--- config.mk ---
export PLATFORM = sky130hd
export DESIGN_NAME = spdg_spindle_ctrl
export DESIGN_NICKNAME = d
export VERILOG_FILES = /design/src/hdl/spdg_pkg.sv /design/src/hdl/spdg_shift_if.sv /design/src/hdl/spdg_gear_shift.sv /design/src/hdl/spdg_spindle_ctrl.sv
export SDC_FILE = /design/constraint.sdc
export NUM_CORES = 1
export LEC_CHECK = 0
export BUFFER_PORTS_ARGS = -buffer_cell sky130_fd_sc_hd__buf_2
export CORE_MARGIN = 5
export CORE_UTILIZATION = 34
export CTS_CLUSTER_DIAMETER = 60
export DETAILED_ROUTE_END_ITERATION = 6
export RECOVER_POWER = 100
export REMOVE_ABC_BUFFERS = 1
export SETUP_SLACK_MARGIN = 0.02
export SKIP_CTS_REPAIR_TIMING = 1
export SLEW_MARGIN = 20
export SYNTH_ARGS = -nofsm -noshare
export SYNTH_HDL_FRONTEND = slang
export SYNTH_SLANG_ARGS = --single-unit
--- constraint.sdc ---
create_clock -name mclk -period 1.8 [get_ports mclk]
set_input_delay 0.27 -clock mclk [delete_from_list [all_inputs] [get_ports mclk]]
set_output_delay 0.27 -clock mclk [all_outputs]
set_load 0.01 [all_outputs]
--- src/hdl/spdg_pkg.sv ---
// Purpose: Shared constants, types and helpers of the spindle direction and gear control.
// Assumes: AHB-Lite register access, 32-bit word registers, 100 MHz mclk.
// Notes: Byte offsets are word aligned; the low address byte selects the register.
package spdg_pkg;

  // ----------------------------------------------------------------
  // Register map
  // ----------------------------------------------------------------
  localparam logic [7:0] CMD_OFS = 8'h00;
  localparam logic [7:0] GEAR_OFS = 8'h04;
  localparam logic [7:0] CFG_OFS = 8'h08;
  localparam logic [7:0] STAT_OFS = 8'h0c;
  localparam logic [7:0] SPD1_OFS = 8'h10;
  localparam logic [7:0] SPD2_OFS = 8'h14;
  localparam logic [7:0] SPD3_OFS = 8'h18;
  localparam logic [7:0] FRAT_OFS = 8'h1c;

  localparam logic [2:0] HSIZE_WORD = 3'h2;

  // ----------------------------------------------------------------
  // Spindle command codes written to the command register
  // ----------------------------------------------------------------
  localparam logic [7:0] SPINDLE_FORWARD_CODE = 8'h03;
  localparam logic [7:0] SPINDLE_REVERSE_CODE = 8'h04;
  localparam logic [7:0] SPINDLE_STOP_CODE = 8'h05;

  // ----------------------------------------------------------------
  // Configuration register fields
  // ----------------------------------------------------------------
  localparam int CFG_RATIO_LO = 0;
  localparam int CFG_RATIO_HI = 1;
  localparam int CFG_FREE = 2;
  localparam int CFG_CTYPE = 3;
  localparam int CFG_AUTO = 4;
  localparam int CFG_DETECT = 5;
  localparam int CFG_IOPT = 6;
  localparam int CFG_W = 7;
  localparam logic [CFG_W-1:0] CFG_RST = 7'h20;

  localparam int SPD_W = 16;
  localparam int RATIO_W = 8;
  localparam logic [RATIO_W-1:0] RATIO_BASE = 8'h01;
  localparam logic [RATIO_W-1:0] FRAT_RST = 8'h01;

  localparam logic [1:0] GEAR_NONE = 2'h0;
  localparam logic [1:0] GEAR_ONE = 2'h1;
  localparam logic [1:0] GEAR_THREE = 2'h3;

  // ----------------------------------------------------------------
  // Types
  // ----------------------------------------------------------------
  typedef enum logic {SH_IDLE = 1'b0, SH_WAIT = 1'b1} spdg_shift_state_type;

  typedef struct packed {
    logic [7:0] zero_pad;
    logic [2:0] gear_inpos;
    logic mode_shift_done;
    logic orientation_done;
    logic zero_speed_detected;
    logic speed_reached;
    logic drive_enable;
    logic stop;
    logic reverse;
    logic forward;
    logic cfg_mismatch;
    logic speed_order_err;
    logic shift_busy;
    logic [1:0] cur_gear;
    logic [RATIO_W-1:0] eff_ratio;
  } spdg_stat_type;

  // Fixed encoder ratio from the two-bit select, high bit first.
  function automatic logic [RATIO_W-1:0] ratio_decode(input logic [1:0] sel);
    ratio_decode = RATIO_BASE << sel;
  endfunction

  // One request line per gear; gear 0 gives no line.
  function automatic logic [2:0] gear_onehot(input logic [1:0] gear);
    gear_onehot = (gear == GEAR_NONE) ? 3'h0 : 3'(3'h1 << (gear - GEAR_ONE));
  endfunction

endpackage

--- src/hdl/spdg_shift_if.sv ---
// Purpose: Carries a gear change request and its progress between the control and sequencer.
// Assumes: Both ends run on mclk.
// Notes: Inputs carried here are already synchronised.
`timescale 1ns/100ps
`default_nettype none
interface spdg_shift_if;
  logic start;
  logic [1:0] gear;
  logic detect;
  logic [2:0] inpos;
  logic busy;
  logic [1:0] cur_gear;
  logic [2:0] gear_req;

  modport ctrl (output start, output gear, output detect, output inpos,
    input busy, input cur_gear, input gear_req);
  modport seq (input start, input gear, input detect, input inpos,
    output busy, output cur_gear, output gear_req);
endinterface
`default_nettype wire

--- src/hdl/spdg_gear_shift.sv ---
// Purpose: Runs one gear change: raises one request line and waits for its in-position switch.
// Assumes: start is only given while idle.
// Notes: Without detection switches the change completes one cycle after the request.
`timescale 1ns/100ps
`default_nettype none
module spdg_gear_shift
  import spdg_pkg::*;
(
  input wire logic mclk,
  input wire logic rst_n,
  spdg_shift_if.seq sif
);

  spdg_shift_state_type state_r;
  logic [2:0] gear_req_r;
  logic [1:0] tgt_r;
  logic [1:0] cur_gear_r;
  logic arrived;

  assign arrived = !sif.detect || ((sif.inpos & gear_req_r) != 3'h0);

  always_ff @(posedge mclk)
  begin
    if (!rst_n)
    begin
      state_r <= SH_IDLE;
      gear_req_r <= 3'h0;
      tgt_r <= GEAR_NONE;
    end
    else
    begin
      unique case (state_r)
        SH_IDLE:
        begin
          if (sif.start)
          begin
            state_r <= SH_WAIT;
            gear_req_r <= gear_onehot(sif.gear);
            tgt_r <= sif.gear;
          end
        end
        SH_WAIT:
        begin
          if (arrived)
          begin
            state_r <= SH_IDLE;
            gear_req_r <= 3'h0;
          end
        end
      endcase
    end
  end

  always_ff @(posedge mclk)
  begin
    if (!rst_n)
      cur_gear_r <= GEAR_ONE;
    else if (state_r == SH_WAIT && arrived)
      cur_gear_r <= tgt_r;
  end

  assign sif.busy = (state_r == SH_WAIT);
  assign sif.gear_req = gear_req_r;
  assign sif.cur_gear = cur_gear_r;
endmodule
`default_nettype wire

--- src/hdl/spdg_spindle_ctrl.sv ---
// Purpose: Spindle direction, stop, drive enable and automatic gear change with AHB-Lite registers.
// Assumes: Drive and gearbox signals are asynchronous pins; one clock mclk.
// Notes: Zero-wait slave; unmapped reads return zero and unmapped writes are dropped.
//
// The placing of the registers and the AHB-Lite interface to the registers are this design's own decisions.
`timescale 1ns/100ps
`default_nettype none
// Operation
// - stop output held from reset until run
// - run command sets direction, drops stop
// - forward, reverse, enable drive their pins
// - encoder ratio select decodes to 1,2,4,8
// - free ratio select allows any ratio
// - control type one means I/O control
// - three-step gear change under frequency control
// - gear requests on three outputs
// - no auto shift fitted shows gear one in status; the gear register keeps the last gear
// - without auto shift, speeds must descend
// - no detection switch skips in-position wait
// - I/O control needs its config bit set
module spdg_spindle_ctrl
  import spdg_pkg::*;
(
  input wire logic mclk,
  input wire logic rst_n,
  input wire logic hsel,
  input wire logic [31:0] haddr,
  input wire logic [1:0] htrans,
  input wire logic hwrite,
  input wire logic [2:0] hsize,
  input wire logic [31:0] hwdata,
  input wire logic hready,
  output logic hreadyout,
  output logic [31:0] hrdata,
  output logic hresp,
  output logic spindle_forward_out,
  output logic spindle_reverse_out,
  output logic spindle_drive_enable,
  output logic spindle_stop_out,
  output logic [2:0] gear_req_out,
  input wire logic speed_reached,
  input wire logic zero_speed_detected,
  input wire logic orientation_done,
  input wire logic mode_shift_done,
  input wire logic [2:0] gear_inpos
);

  // ----------------------------------------------------------------
  // Pin synchronisers
  // ----------------------------------------------------------------
  logic [6:0] pin_meta_r;
  logic [6:0] pin_sync_r;

  always_ff @(posedge mclk)
  begin
    if (!rst_n)
    begin
      pin_meta_r <= 7'h00;
      pin_sync_r <= 7'h00;
    end
    else
    begin
      pin_meta_r <= {gear_inpos, mode_shift_done, orientation_done,
        zero_speed_detected, speed_reached};
      pin_sync_r <= pin_meta_r;
    end
  end

  // ----------------------------------------------------------------
  // AHB-Lite slave
  // ----------------------------------------------------------------
  logic addr_take;
  logic wr_pend_r;
  logic [7:0] wr_addr_r;
  logic [31:0] hrdata_r;
  logic [31:0] rd_word;

  assign addr_take = hsel && htrans[1] && hready && (hsize == HSIZE_WORD);
  assign hreadyout = 1'b1;
  assign hresp = 1'b0;
  assign hrdata = hrdata_r;

  always_ff @(posedge mclk)
  begin
    if (!rst_n)
    begin
      wr_pend_r <= 1'b0;
      wr_addr_r <= 8'h00;
    end
    else
    begin
      wr_pend_r <= addr_take && hwrite;
      wr_addr_r <= haddr[7:0];
    end
  end

  always_ff @(posedge mclk)
  begin
    if (!rst_n)
      hrdata_r <= 32'h0;
    else if (addr_take && !hwrite)
      hrdata_r <= rd_word;
  end

  function automatic logic wr_hit(input logic [7:0] ofs);
    wr_hit = wr_pend_r && (wr_addr_r == ofs);
  endfunction

  // ----------------------------------------------------------------
  // Configuration and speed registers
  // ----------------------------------------------------------------
  logic [CFG_W-1:0] cfg_r;
  logic [SPD_W-1:0] spd1_r;
  logic [SPD_W-1:0] spd2_r;
  logic [SPD_W-1:0] spd3_r;
  logic [RATIO_W-1:0] frat_r;
  logic [7:0] last_code_r;

  always_ff @(posedge mclk)
  begin
    if (!rst_n)
      cfg_r <= CFG_RST;
    else if (wr_hit(CFG_OFS))
      cfg_r <= hwdata[CFG_W-1:0];
  end

  always_ff @(posedge mclk)
  begin
    if (!rst_n)
    begin
      spd1_r <= '0;
      spd2_r <= '0;
      spd3_r <= '0;
      frat_r <= FRAT_RST;
    end
    else
    begin
      if (wr_hit(SPD1_OFS))
        spd1_r <= hwdata[SPD_W-1:0];
      if (wr_hit(SPD2_OFS))
        spd2_r <= hwdata[SPD_W-1:0];
      if (wr_hit(SPD3_OFS))
        spd3_r <= hwdata[SPD_W-1:0];
      if (wr_hit(FRAT_OFS))
        frat_r <= hwdata[RATIO_W-1:0];
    end
  end

  // ----------------------------------------------------------------
  // Derived status
  // ----------------------------------------------------------------
  logic [RATIO_W-1:0] eff_ratio_r;
  logic speed_order_err_r;
  logic cfg_mismatch_r;
  logic io_ctl;
  logic auto_fitted;

  assign io_ctl = cfg_r[CFG_CTYPE];
  assign auto_fitted = cfg_r[CFG_AUTO];

  always_ff @(posedge mclk)
  begin
    if (!rst_n)
      eff_ratio_r <= RATIO_BASE;
    else if (cfg_r[CFG_FREE])
      eff_ratio_r <= frat_r;
    else
      eff_ratio_r <= ratio_decode({cfg_r[CFG_RATIO_HI], cfg_r[CFG_RATIO_LO]});
  end

  always_ff @(posedge mclk)
  begin
    if (!rst_n)
    begin
      speed_order_err_r <= 1'b0;
      cfg_mismatch_r <= 1'b0;
    end
    else
    begin
      speed_order_err_r <= !auto_fitted && ((spd1_r < spd2_r) || (spd2_r < spd3_r));
      cfg_mismatch_r <= io_ctl && !cfg_r[CFG_IOPT];
    end
  end

  // ----------------------------------------------------------------
  // Gear change request
  // ----------------------------------------------------------------
  spdg_shift_if sif ();
  logic shift_go;
  logic [1:0] gear_wr;

  assign gear_wr = hwdata[1:0];
  // Changes run only under frequency control with the changer fitted.
  assign shift_go = wr_hit(GEAR_OFS) && auto_fitted && !io_ctl && !sif.busy
    && (gear_wr != GEAR_NONE);
  assign sif.start = shift_go;
  assign sif.gear = gear_wr;
  assign sif.detect = cfg_r[CFG_DETECT];
  assign sif.inpos = pin_sync_r[6:4];

  spdg_gear_shift u_shift (
    .mclk(mclk),
    .rst_n(rst_n),
    .sif(sif)
  );

  // ----------------------------------------------------------------
  // Spindle direction
  // ----------------------------------------------------------------
  logic [7:0] code_wr;
  logic run_fwd;
  logic run_rev;
  logic run_stop;
  logic fwd_r;
  logic rev_r;
  logic stop_r;
  logic hold_run;

  assign code_wr = hwdata[7:0];
  assign run_fwd = wr_hit(CMD_OFS) && (code_wr == SPINDLE_FORWARD_CODE);
  assign run_rev = wr_hit(CMD_OFS) && (code_wr == SPINDLE_REVERSE_CODE);
  assign run_stop = wr_hit(CMD_OFS) && (code_wr == SPINDLE_STOP_CODE);
  // The spindle pauses while a gear change is running.
  assign hold_run = sif.busy || shift_go;

  always_ff @(posedge mclk)
  begin
    if (!rst_n)
    begin
      fwd_r <= 1'b0;
      rev_r <= 1'b0;
      stop_r <= 1'b1;
      last_code_r <= SPINDLE_STOP_CODE;
    end
    else if (run_fwd || run_rev)
    begin
      fwd_r <= run_fwd;
      rev_r <= run_rev;
      stop_r <= 1'b0;
      last_code_r <= code_wr;
    end
    else if (run_stop)
    begin
      fwd_r <= 1'b0;
      rev_r <= 1'b0;
      stop_r <= 1'b1;
      last_code_r <= code_wr;
    end
  end

  always_ff @(posedge mclk)
  begin
    if (!rst_n)
    begin
      spindle_forward_out <= 1'b0;
      spindle_reverse_out <= 1'b0;
      spindle_drive_enable <= 1'b0;
      spindle_stop_out <= 1'b1;
      gear_req_out <= 3'h0;
    end
    else
    begin
      spindle_forward_out <= fwd_r && !hold_run;
      spindle_reverse_out <= rev_r && !hold_run;
      spindle_drive_enable <= (fwd_r || rev_r) && !hold_run;
      spindle_stop_out <= stop_r;
      gear_req_out <= sif.gear_req;
    end
  end

  // ----------------------------------------------------------------
  // Read mux
  // ----------------------------------------------------------------
  spdg_stat_type stat;

  always_comb
  begin
    stat = '0;
    stat.eff_ratio = eff_ratio_r;
    stat.cur_gear = auto_fitted ? sif.cur_gear : GEAR_ONE;
    stat.shift_busy = sif.busy;
    stat.speed_order_err = speed_order_err_r;
    stat.cfg_mismatch = cfg_mismatch_r;
    stat.forward = spindle_forward_out;
    stat.reverse = spindle_reverse_out;
    stat.stop = spindle_stop_out;
    stat.drive_enable = spindle_drive_enable;
    stat.speed_reached = pin_sync_r[0];
    stat.zero_speed_detected = pin_sync_r[1];
    stat.orientation_done = pin_sync_r[2];
    stat.mode_shift_done = pin_sync_r[3];
    stat.gear_inpos = pin_sync_r[6:4];
  end

  always_comb
  begin
    rd_word = 32'h0;
    unique case (haddr[7:0])
      CMD_OFS: rd_word = {24'h0, last_code_r};
      GEAR_OFS: rd_word = {30'h0, sif.cur_gear};
      CFG_OFS: rd_word = {25'h0, cfg_r};
      STAT_OFS: rd_word = stat;
      SPD1_OFS: rd_word = {16'h0, spd1_r};
      SPD2_OFS: rd_word = {16'h0, spd2_r};
      SPD3_OFS: rd_word = {16'h0, spd3_r};
      FRAT_OFS: rd_word = {24'h0, frat_r};
      default: rd_word = 32'h0;
    endcase
  end
endmodule
`default_nettype wire

==> results of run 1 <==
[worst reg2reg max path, delay by kind of cell, from the launching register on]
family                 cells  cell delay [ns]
DFF                        1             0.32
buffers and inverters      2             0.30
AOI/OAI and AO/OA          2             0.18
and+or+nand+nor            3             0.98
[metal layers]
layer	vias to the layer above	track usage [%]	wire length, um
li1	2663	-	-
met1	2525	21.8	8570
met2	122	26.6	8650
met3	23	4.46	939
met4	0	4.85	313
met5	-	0	0
[cells by family after synthesis]
logic type | Yosys count | synth area share (%)
fa+ha+maj | 30 | 5.51
buf+inv | 90 | 6.17
xor+xnor | 1 | 0.129
mux | 78 | 11.8
compound gates | 115 | 11.8
flops | 146 | 42.9
other cells | 2 | 0.110
simple gates | 239 | 21.7
[registers in the layout, summed over array words and instances, names as in the netlist, 2 cells and up]
register              count
spd2_r                   16
frat_r                    8
pin_meta_r                7
spd3_r                   16
eff_ratio_r               8
u_shift.sif.gear_req      3
last_code_r               8
wr_addr_r                 8
pin_sync_r                7
spd1_r                   16
hrdata                   24
cfg_r                     7
u_shift.sif.cur_gear      2
u_shift.tgt_r             2
gear_req_out              3
[power breakdown]
part / internal, mW / switching [mW]
registers: 3.26 / 0.0125
logic: 0.145 / 0.187
clock network: 1.96 / 1.47
[worst paths after layout]
path,slack [ns],depth (start not counted),to,start
worst max register to register,-0.05,7,fwd_r$_SDFFE_PN0P_,wr_addr_r[3]$_SDFF_PN0_
worst min-delay path,0.04,2,pin_meta_r[6]$_SDFF_PN0_,gear_inpos[2]
worst max-delay path,-0.05,7,fwd_r$_SDFFE_PN0P_,wr_addr_r[3]$_SDFF_PN0_
worst min register to register,0.42,2,last_code_r[4]$_SDFFE_PN0P_,last_code_r[4]$_SDFFE_PN0P_
[per-stage QoR]
step                cells  hold slack, ns  total power, mW
floorplan             658           0.332             3.45
global placement     1057           0.414             3.67
detailed placement   1057           0.418             3.67
CTS                  1089          0.0262             7.08
global route         1094          0.0344             7.28
finish               1094          0.0401             7.03
[area by class of cell]
cell class                 count  area share, %
tap                          265           3.90
multi-input combinational    473           42.3
timing repair buffer         139           10.9
clock buffer                  19           5.21
inverter                      39           1.72
sequential                   146           34.4
clock inverter                13           1.49
[cell usage in the layout, fill, tap and decap left out, types with 27 or more instances in the layout]
master | netlist | layout
buf_2 | 6 | 38
dfxtp_1 | 146 | 142
nor2b_1 | 76 | 76
ha_1 | 30 | 30
mux2i_1 | 71 | 71
buf_4 | 12 | 51
clkbuf_1 | 29 | 35
nand2_1 | 46 | 45
inv_1 | 39 | 39
o21ai_0 | 18 | 27
==> key figures, run 1 <==
Status
  – Status: complete, but fails checks
  – Failing checks: setup timing

CTS
  – Root Driver: clkbuf_16
  – Skew-Pair Late Insertion Delay: 0.43 ns
  – TritonCTS clock tree: built
  – Clock buffer depth: 2
  – Clk sink count: 146
  – CTS HTree Levels: 4
  – Worst-path clk slew: 0.06 ns
  – CTS buffer count: 17

Detailed routing
  – Vias/cell: 4.87
  – # DRC: 0
  – DR pass1 iterations: 5
  – DRT iter0 DRCs: 273
  – Total Wirelength: 18500 um
  – Post-DR wirelength/cell: 16.9 um
  – Detail Route Antenna Nets: 0
  – Vias: 5333

Cells and area
  – FF/Latch Area: 2930 um^2
  – Layout area overhead: 24.8%
  – Multi-input logic area: 3600 um^2
  – Final Cell Area: 8510 um^2
  – FILL cells: 1973
  – Final core occ: 43.4%
  – Nets: 927
  – N_diodes: 0
  – Share of cells above drive strength 1: 21.2%

Worst setup path
  – Most common cell on crit path: buf_6
  – Arrival time at the worst endpoint: 2.21 ns
  – Critical Path End Type: flip-flop
  – CP max FO: 5
  – Startpoint Class: flip-flop
  – Largest delay share family, worst path: simple AND/OR/NAND/NOR gates
  – CP cell instances: or4_4 -> nor4_4 -> buf_6 -> buf_6 -> and3_4 -> o21ai_2 -> a21boi_1
  – WP buf/inv: 2
  – CP required: 2.16 ns
  – Delay of the slowest cell on the worst path: 0.49 ns
  – Slowest CP cell: or4_4
  – WS Path Type: flip-flop to flip-flop

Die
  – Ports: 122
  – Core Area: 19600 um^2
  – Starting Density: 34.8%
  – Die X: 152 um
  – Rows: 51
  – Die ar.: 23000 um^2
  – Die Ht: 152 um

Yosys
  – Synth cell types: 65
  – Post-Syn Area per Cell: 9.72 um^2
  – Synth warn: 0
  – Sequential area share after synthesis: 42.9%
  – Post-synth top flop: dfxtp_1
  – Async SR Flop Fraction: 0%
  – Post-synth top cells: dfxtp_1, nor2b_1, mux2i_1
  – Cells after Synth: 701
  – Register bit total from synthesis: 146
  – EDFF count, synth: 0
  – Cell with the most instances after synthesis: dfxtp_1
  – Top cell type's share of synthesized area: 42.9%
  – Cell taking the most area after synthesis: dfxtp_1
  – Syn Std Cell Area: 6810 um^2
  – Largest cells by area after synthesis: dfxtp_1, mux2i_1, nor2b_1

Timing
  – Max Transition Viols Final: 0
  – RSZ-0062 raised after global routing: yes
  – Max transition margin: 48.2%
  – Maximum clock frequency: 540 MHz
  – Final hold vios: 0
  – Slew @ Worst Pin: 0.777 ns
  – Setup Skew: 0.00794 ns
  – Final setup violation count: 21
  – Final Worst Setup Slack: -0.0525 ns
  – Period Utilization, post-route: 103%
  – Tmin final: 1.85 ns
  – Final TNS setup: -0.437 ns

Global route
  – Remaining global-route overflow: 0
  – First-pass GRT wire length: 29000 um
  – Pin count of the biggest net entering global routing: 70
  – Total GRT Usage: 16.5%
  – Vias in the first global route: 5322
  – Initial antenna violation count: 0

Placement
  – DP Area: 7830 um^2
  – Final HPWL DP: 13100 um
  – Port bufs: 70
  – Pre-CTS setup slack: -0.165 ns
  – GP Congestion: 0.872

Pwr
  – VDD IR max: 0.000647 V
  – Cell Pwr Density: 826 nW/um^2
  – Leak pwr: 3.19 nW

Run
  – Max_cap viols: 0

Hold path
  – Worst hold path type: input pin to flip-flop
No activity file was read; power rests on OpenSTA's default activity.
==> run 2, diff against run 1 <==
Settings changed: SYNTH_HIERARCHICAL set to 1.
==> run 2 against run 1 <==
Net effect:
- the flow now finishes without violations
- critical path type unchanged
- setup slack improved by 0.082 ns
- count of clock-buffer cells in the layout unchanged
- highest routed layer unchanged
- via count decreased by 1.4%
- critical path depth unchanged
- clock power decreased by 3%
- sequential share of layout area increased by 0.44 points
- non-clock buffer count decreased by 2
- register-to-register slack improved by 0.08 ns
==> key figures, run 2 <==
Timing
  – Final hold vios: 0 (unchanged)
  – Final TNS setup: 0 ns (+0.437 ns)
  – Max transition margin: 50.7% (+2.5 points)
  – Final Worst Setup Slack: 0.0293 ns (+0.0817 ns)
  – Tmin final: 1.77 ns (-0.0817 ns)
  – Setup Skew: 0.00983 ns (+0.00190 ns)
  – Slew @ Worst Pin: 0.740 ns (-0.0370 ns)
  – Period Utilization, post-route: 98.4% (-4.5 points)
  – Max Transition Viols Final: 0 (unchanged)
  – Maximum clock frequency: 565 MHz (+4.6%)
  – Final setup violation count: 0 (-100%)
  – RSZ-0062 raised after global routing: yes
  – Worst hold slack: 0.0487 ns (+0.00858 ns)

Worst setup path
  – CP required: 2.10 ns (-0.06 ns)
  – Reg-to-reg setup timing slack: 0.03 ns (+0.08 ns)
  – Reg2Reg Launch Point: u_shift/sif.busy$_SDFF_PN0_
  – FF-to-FF End: u_shift/sif.gear_req[2]$_SDFFE_PN0P_
  – Critical Path End Type: flip-flop
  – Delay of the slowest cell on the worst path: 0.55 ns (+0.06 ns)
  – CP cell instances: or4b_4 -> nor4_4 -> buf_4 -> buf_4 -> nand2b_4 -> nand3_1 -> o21ai_1
  – CP max FO: 5 (unchanged)
  – Startpoint Class: flip-flop
  – Arrival time at the worst endpoint: 2.07 ns (-0.14 ns)
  – Most common cell on crit path: buf_4
  – WS Path Type: flip-flop to flip-flop
  – Reg2Reg Depth: 7 (unchanged)
  – Slowest CP cell: or4b_4

Detailed routing
  – DRT iter0 DRCs: 238 (-13%)
  – Post-DR wirelength/cell: 16.2 um (-4.0%)
  – Vias: 5257 (-1.4%)
  – Total Wirelength: 17600 um (-4.6%)
  – # DRC: 0 (unchanged)
  – Detail Route Antenna Nets: 0 (unchanged)
  – Vias/cell: 4.84 (-0.79%)
  – DR pass1 iterations: 4 (-1)

Placement
  – Pre-CTS setup slack: -0.0967 ns (+0.0681 ns)
  – Final HPWL DP: 13100 um (about the same)
  – DP Area: 7750 um^2 (-1.0%)
  – GP Congestion: 0.820 (-6.0%)
  – Port bufs: 70 (unchanged)

CTS
  – TritonCTS clock tree: built
  – Worst-path clk slew: 0.06 ns (about the same)
  – Root Driver: clkbuf_16
  – CTS buffer count: 17 (unchanged)
  – Clk sink count: 146 (unchanged)
  – Skew-Pair Late Insertion Delay: 0.43 ns (about the same)
  – Clock buffer depth: 2 (unchanged)
  – CTS HTree Levels: 4 (unchanged)

Pwr
  – Switching pwr: 1.58 mW (-5.5%)
  – Seq pwr share: 47.4% (+0.9 points)
  – Share of total power in combinational logic: 4.5% (-0.2 points)
  – Leak pwr: 3.53 nW (+11%)
  – Cell Pwr Density: 821 nW/um^2 (-0.71%)
  – Clock power share: 48.1% (-0.6 points)
  – VDD IR max: 0.000688 V (+6.3%)
  – Cell Int Power: 5.32 mW (-0.78%)
  – Sw Share: 22.8% (-0.87 points)

Hold path
  – Hold Crit Start: speed_reached
  – Worst hold path type: input pin to flip-flop
  – Hold-critical path depth: 2 (unchanged)
  – Hold Path Sink: pin_meta_r[0]$_SDFF_PN0_

Yosys
  – Top cell type's share of synthesized area: 43.5% (+0.64 points)
  – Register bit total from synthesis: 146 (unchanged)
  – Cells after Synth: 693 (-1.1%)
  – Cell with the most instances after synthesis: dfxtp_1
  – Post-synth top flop: dfxtp_1
  – Synth cell types: 63 (-3.1%)
  – Async SR Flop Fraction: 0% (unchanged)
  – Largest cells by area after synthesis: dfxtp_1, mux2i_1, nor2b_1
  – Synth warn: 6 (+6)
  – Post-Syn Area per Cell: 9.69 um^2 (-0.33%)
  – Sequential area share after synthesis: 43.5% (+0.64 points)
  – Post-synth top cells: dfxtp_1, nor2b_1, mux2i_1
  – Cell taking the most area after synthesis: dfxtp_1
  – Syn Std Cell Area: 6710 um^2 (-1.5%)
  – EDFF count, synth: 0 (unchanged)

Cells and area
  – N_diodes: 0 (unchanged)
  – Most frequent cells in the layout: dfxtp_1, nor2b_1, mux2i_1
  – Share of cells above drive strength 1: 23.8% (+2.6 points)
  – FILL cells: 1939 (-1.7%)
  – Commonest non-fill, non-tap cell in the layout: dfxtp_1
  – Final core occ: 43.2% (-0.24 points)
  – Layout area overhead: 25.2%
  – Max FFs per register: 24 (unchanged)
  – Nets: 921 (-0.65%)
  – Final Cell Area: 8400 um^2 (-1.2%)

Global route
  – Total GRT Usage: 16.2% (-0.32 points)
  – Vias in the first global route: 5123 (-3.7%)
  – Remaining global-route overflow: 0 (unchanged)
  – Initial antenna violation count: 0 (unchanged)
  – Pin count of the biggest net entering global routing: 42 (-40%)
  – First-pass GRT wire length: 28100 um (-2.9%)

Die
  – Ports: 122 (unchanged)
  – Core Area: 19500 um^2 (-0.65%)
  – Die ar.: 22700 um^2 (-1.4%)
  – Die Ht: 151 um (-0.69%)
  – Starting Density: 34.5% (-0.29 points)
  – Rows: 51 (unchanged)
  – Die X: 151 um (-0.69%)

Status
  – Status: complete, no violations

Run
  – Max_cap viols: 0 (unchanged)
run 2: kinds of logic (layout without fill, tap and decap cells):
kind of cell               count (synthesis)  count (layout)  synth area share (%)
AOI/OAI and AO/OA                        121             121                  12.7
xor gates and xnor gates                   1               1                 0.130
adders and majority gates                 30              30                  5.59
buffers and inverters                     81             202                  5.40
DFF                                      146             146                  43.5
muxes                                     75              75                  11.3
other                                      2              10                 0.112
and+or+nand+nor                          237             237                  21.2
run 2: per-stage QoR:
stage	cells	power, mW
final	1087	6.89
after floorplan	654	3.44
after global routing	1087	7.13
after global placement	1052	3.65
after CTS	1083	6.95
after detailed placement	1052	3.65
run 2: power by group through the flow:
stage                     clock, mW  sequential [mW]  combinational [mW]
after floorplan                   0             3.33               0.107
after global placement            0             3.34               0.311
after detailed placement          0             3.34               0.313
after CTS                      3.37             3.26               0.314
after global routing           3.52             3.27               0.343
final                          3.32             3.27               0.312
run 2: cell type report:
| type | count | area, um^2 | area share, % |
|---|---|---|---|
| sequential | 146 | 2930 | 34.9 |
| tap | 265 | 332 | 3.95 |
| multi-input combinational | 474 | 3530 | 42.0 |
| inverter | 34 | 128 | 1.52 |
| clock buffer | 19 | 443 | 5.27 |
| timing repair buffer | 137 | 931 | 11.1 |
| clock inverter | 12 | 110 | 1.31 |
run 2: how the worst max path moves through the flow:
stage | startpoint | to | cells past startpoint
2_1_floorplan | haddr[5] | hrdata[16]$_SDFFE_PN0P_ | 5
5_1_grt | u_shift/sif.busy$_SDFF_PN0_ | u_shift/sif.gear_req[0]$_SDFFE_PN0P_ | 6
4_1_cts | wr_addr_r[5]$_SDFF_PN0_ | u_shift/tgt_r[1]$_SDFFE_PN0P_ | 8
3_5_place_dp | haddr[5] | hrdata[14]$_SDFFE_PN0P_ | 7
6_report | u_shift/sif.busy$_SDFF_PN0_ | u_shift/sif.gear_req[2]$_SDFFE_PN0P_ | 7
3_3_place_gp | haddr[5] | hrdata[11]$_SDFFE_PN0P_ | 7
run 2: metal layers:
metal | share of wire [%] | GRT usage (%)
met4 | 1.8 | 5.03
met3 | 4.4 | 3.67
met2 | 44 | 24.8
met5 | 0 | 0
met1 | 49 | 22.7
run 2: critical path, delay by kind of cell (launching register included):
kind | cells | cell delay [ns]
and+or+nand+nor | 4 | 0.99
DFF | 1 | 0.33
buffers and inverters | 2 | 0.28
AOI/OAI and AO/OA | 1 | 0.06
==> run 3, diff against run 2 <==
Settings changed: CORE_UTILIZATION 34 to 35.
==> run 3 against run 2 <==
Net effect:
- clock power up 17%
- sequential share of layout area down 0.32 points
- sequential power about the same
- global-route usage down 0.23 points
- non-clock buffer count down 3
- final area up 1.0%
- register-to-register slack about the same
- critical path depth down 1
==> key figures, run 3 (synthesized netlist as in run 2, its figures left out) <==
Status
  – Status: complete, no violations

Timing
  – Maximum clock frequency: 567 MHz (+0.31%)
  – Final setup violation count: 0 (unchanged)
  – Final Worst Setup Slack: 0.0348 ns (+0.00553 ns)
  – Max Transition Viols Final: 0 (unchanged)
  – Setup Skew: 0.00934 ns (-0.000489 ns)
  – Slew @ Worst Pin: 1.17 ns (+0.427 ns)
  – RSZ-0062 raised after global routing: yes
  – Period Utilization, post-route: 98.1% (-0.31 points)
  – Max transition margin: 22.2% (-28 points)
  – Tmin final: 1.77 ns (-0.00553 ns)
  – Final hold vios: 0 (unchanged)

Detailed routing
  – Detail Route Antenna Nets: 0 (unchanged)
  – Vias: 5251 (-0.11%)
  – Vias/cell: 4.98 (+3.0%)
  – DR pass1 iterations: 4 (unchanged)
  – DRT iter0 DRCs: 221 (-7.1%)
  – # DRC: 0 (unchanged)
  – Total Wirelength: 17500 um (-0.98%)
  – Post-DR wirelength/cell: 16.6 um (+2.1%)

Cells and area
  – Nets: 918 (-0.33%)
  – N_diodes: 0 (unchanged)
  – Most frequent cells in the layout: dfxtp_1, nor2b_1, buf_2
  – Layout area overhead: 26.4%
  – FILL cells: 1853 (-4.4%)
  – Commonest non-fill, non-tap cell in the layout: dfxtp_1
  – Share of cells above drive strength 1: 25.4% (+1.5 points)
  – Max FFs per register: 24 (unchanged)
  – Final Cell Area: 8490 um^2 (+1.0%)

Placement
  – Pre-CTS setup slack: -0.0698 ns (+0.0269 ns)
  – DP Area: 7720 um^2 (-0.34%)
  – Port bufs: 70 (unchanged)
  – Final HPWL DP: 12900 um (-1.3%)
  – GP Congestion: 0.832 (+1.5%)

CTS
  – Root Driver: clkbuf_16
  – Skew-Pair Late Insertion Delay: 0.42 ns (about the same)
  – Clk sink count: 146 (unchanged)
  – CTS HTree Levels: 4 (unchanged)
  – Worst-path clk slew: 0.06 ns (about the same)
  – Clock buffer depth: 2 (unchanged)
  – CTS buffer count: 17 (unchanged)
  – TritonCTS clock tree: built

Die
  – Ports: 122 (unchanged)
  – Die X: 149 um (-1.3%)
  – Core Area: 18800 um^2 (-3.6%)
  – Die ar.: 22100 um^2 (-2.7%)
  – Starting Density: 35.8% (+1.3 points)
  – Die Ht: 149 um (-1.3%)
  – Rows: 50 (-2.0%)

Worst setup path
  – CP required: 2.15 ns (+0.05 ns)
  – Reg-to-reg setup timing slack: 0.03 ns (about the same)
  – WS Path Type: flip-flop to flip-flop
  – Startpoint Class: flip-flop
  – Delay of the slowest cell on the worst path: 0.55 ns (about the same)
  – Arrival time at the worst endpoint: 2.12 ns (+0.05 ns)
  – Critical Path End Type: flip-flop
  – CP cell instances: or4b_4 -> nor4_4 -> buf_4 -> and2b_2 -> nand4b_1 -> o21ai_1
  – Slowest CP cell: or4b_4
  – CP max FO: 5 (unchanged)

Global route
  – Pin count of the biggest net entering global routing: 68 (+62%)
  – Total GRT Usage: 16.0% (-0.23 points)
  – Remaining global-route overflow: 0 (unchanged)
  – First-pass GRT wire length: 27700 um (-1.5%)
  – Vias in the first global route: 5151 (+0.55%)
  – Initial antenna violation count: 0 (unchanged)

Pwr
  – VDD IR max: 0.000508 V (-26%)
  – Leak pwr: 3.60 nW (+2.2%)
  – Cell Pwr Density: 877 nW/um^2 (+6.9%)

Hold path
  – Worst hold path type: input pin to flip-flop

Run
  – Max_cap viols: 0 (unchanged)
==> run 3: area by class of cell <==
type | count | area (um^2) | share of cell area (%)
Tap cell | 234 | 293 | 3.45
Timing Repair Buffer | 134 | 923 | 10.9
Sequential cell | 146 | 2930 | 34.5
Inverter | 34 | 128 | 1.50
Clock buffer | 20 | 447 | 5.26
Multi-Input combinational cell | 474 | 3560 | 42.0
Clock inverter | 12 | 203 | 2.39
==> run 3: worst max-delay path: cells and delay by family, from the launching register on <==
kind            cells  cell delay [ns]
simple gates        4             1.12
compound gates      1             0.09
buf+inv             1             0.16
flops               1             0.32
==> run 3: report_power, final <==
group          switching, mW  leakage, nW  internal [mW]
combinational          0.176         2.12          0.134
sequential            0.0106         1.18           3.26
clock                   1.37        0.303           2.50
==> run 3: per-layer routing <==
metal  global-route usage (%)  vias to the layer above  wire (um)
li1                         -                     2650          -
met1                     21.7                     2480       8540
met2                     25.9                      106       8020
met3                     2.99                       15        691
met4                     4.57                        0        208
met5                        0                        -          0
==> run 3: per-stage QoR <==
step / power (mW) / util (%) / hold WS (ns) / TNS, ns / instances
2_1_floorplan: 3.44 / - / 0.332 / -1.18 / 654
3_3_place_gp: 3.64 / 41.2 / 0.413 / -0.190 / 1021
3_5_place_dp: 3.64 / 41.2 / 0.417 / -0.307 / 1021
4_1_cts: 7.53 / 44.6 / 0.0302 / 0 / 1053
5_1_grt: 7.70 / 45.2 / 0.0353 / -0.182 / 1054
6_report: 7.45 / 45.2 / 0.0506 / 0 / 1054
==> run 3: final timing paths <==
path	from	end	cells after the start
worst min register to register	pin_meta_r[6]$_SDFF_PN0_	pin_sync_r[6]$_SDFF_PN0_	1
worst max register to register	u_shift/sif.busy$_SDFF_PN0_	u_shift/sif.gear_req[0]$_SDFFE_PN0P_	6
worst max-delay path	u_shift/sif.busy$_SDFF_PN0_	u_shift/sif.gear_req[0]$_SDFFE_PN0P_	6
worst min-delay path	gear_inpos[0]	pin_meta_r[4]$_SDFF_PN0_	2
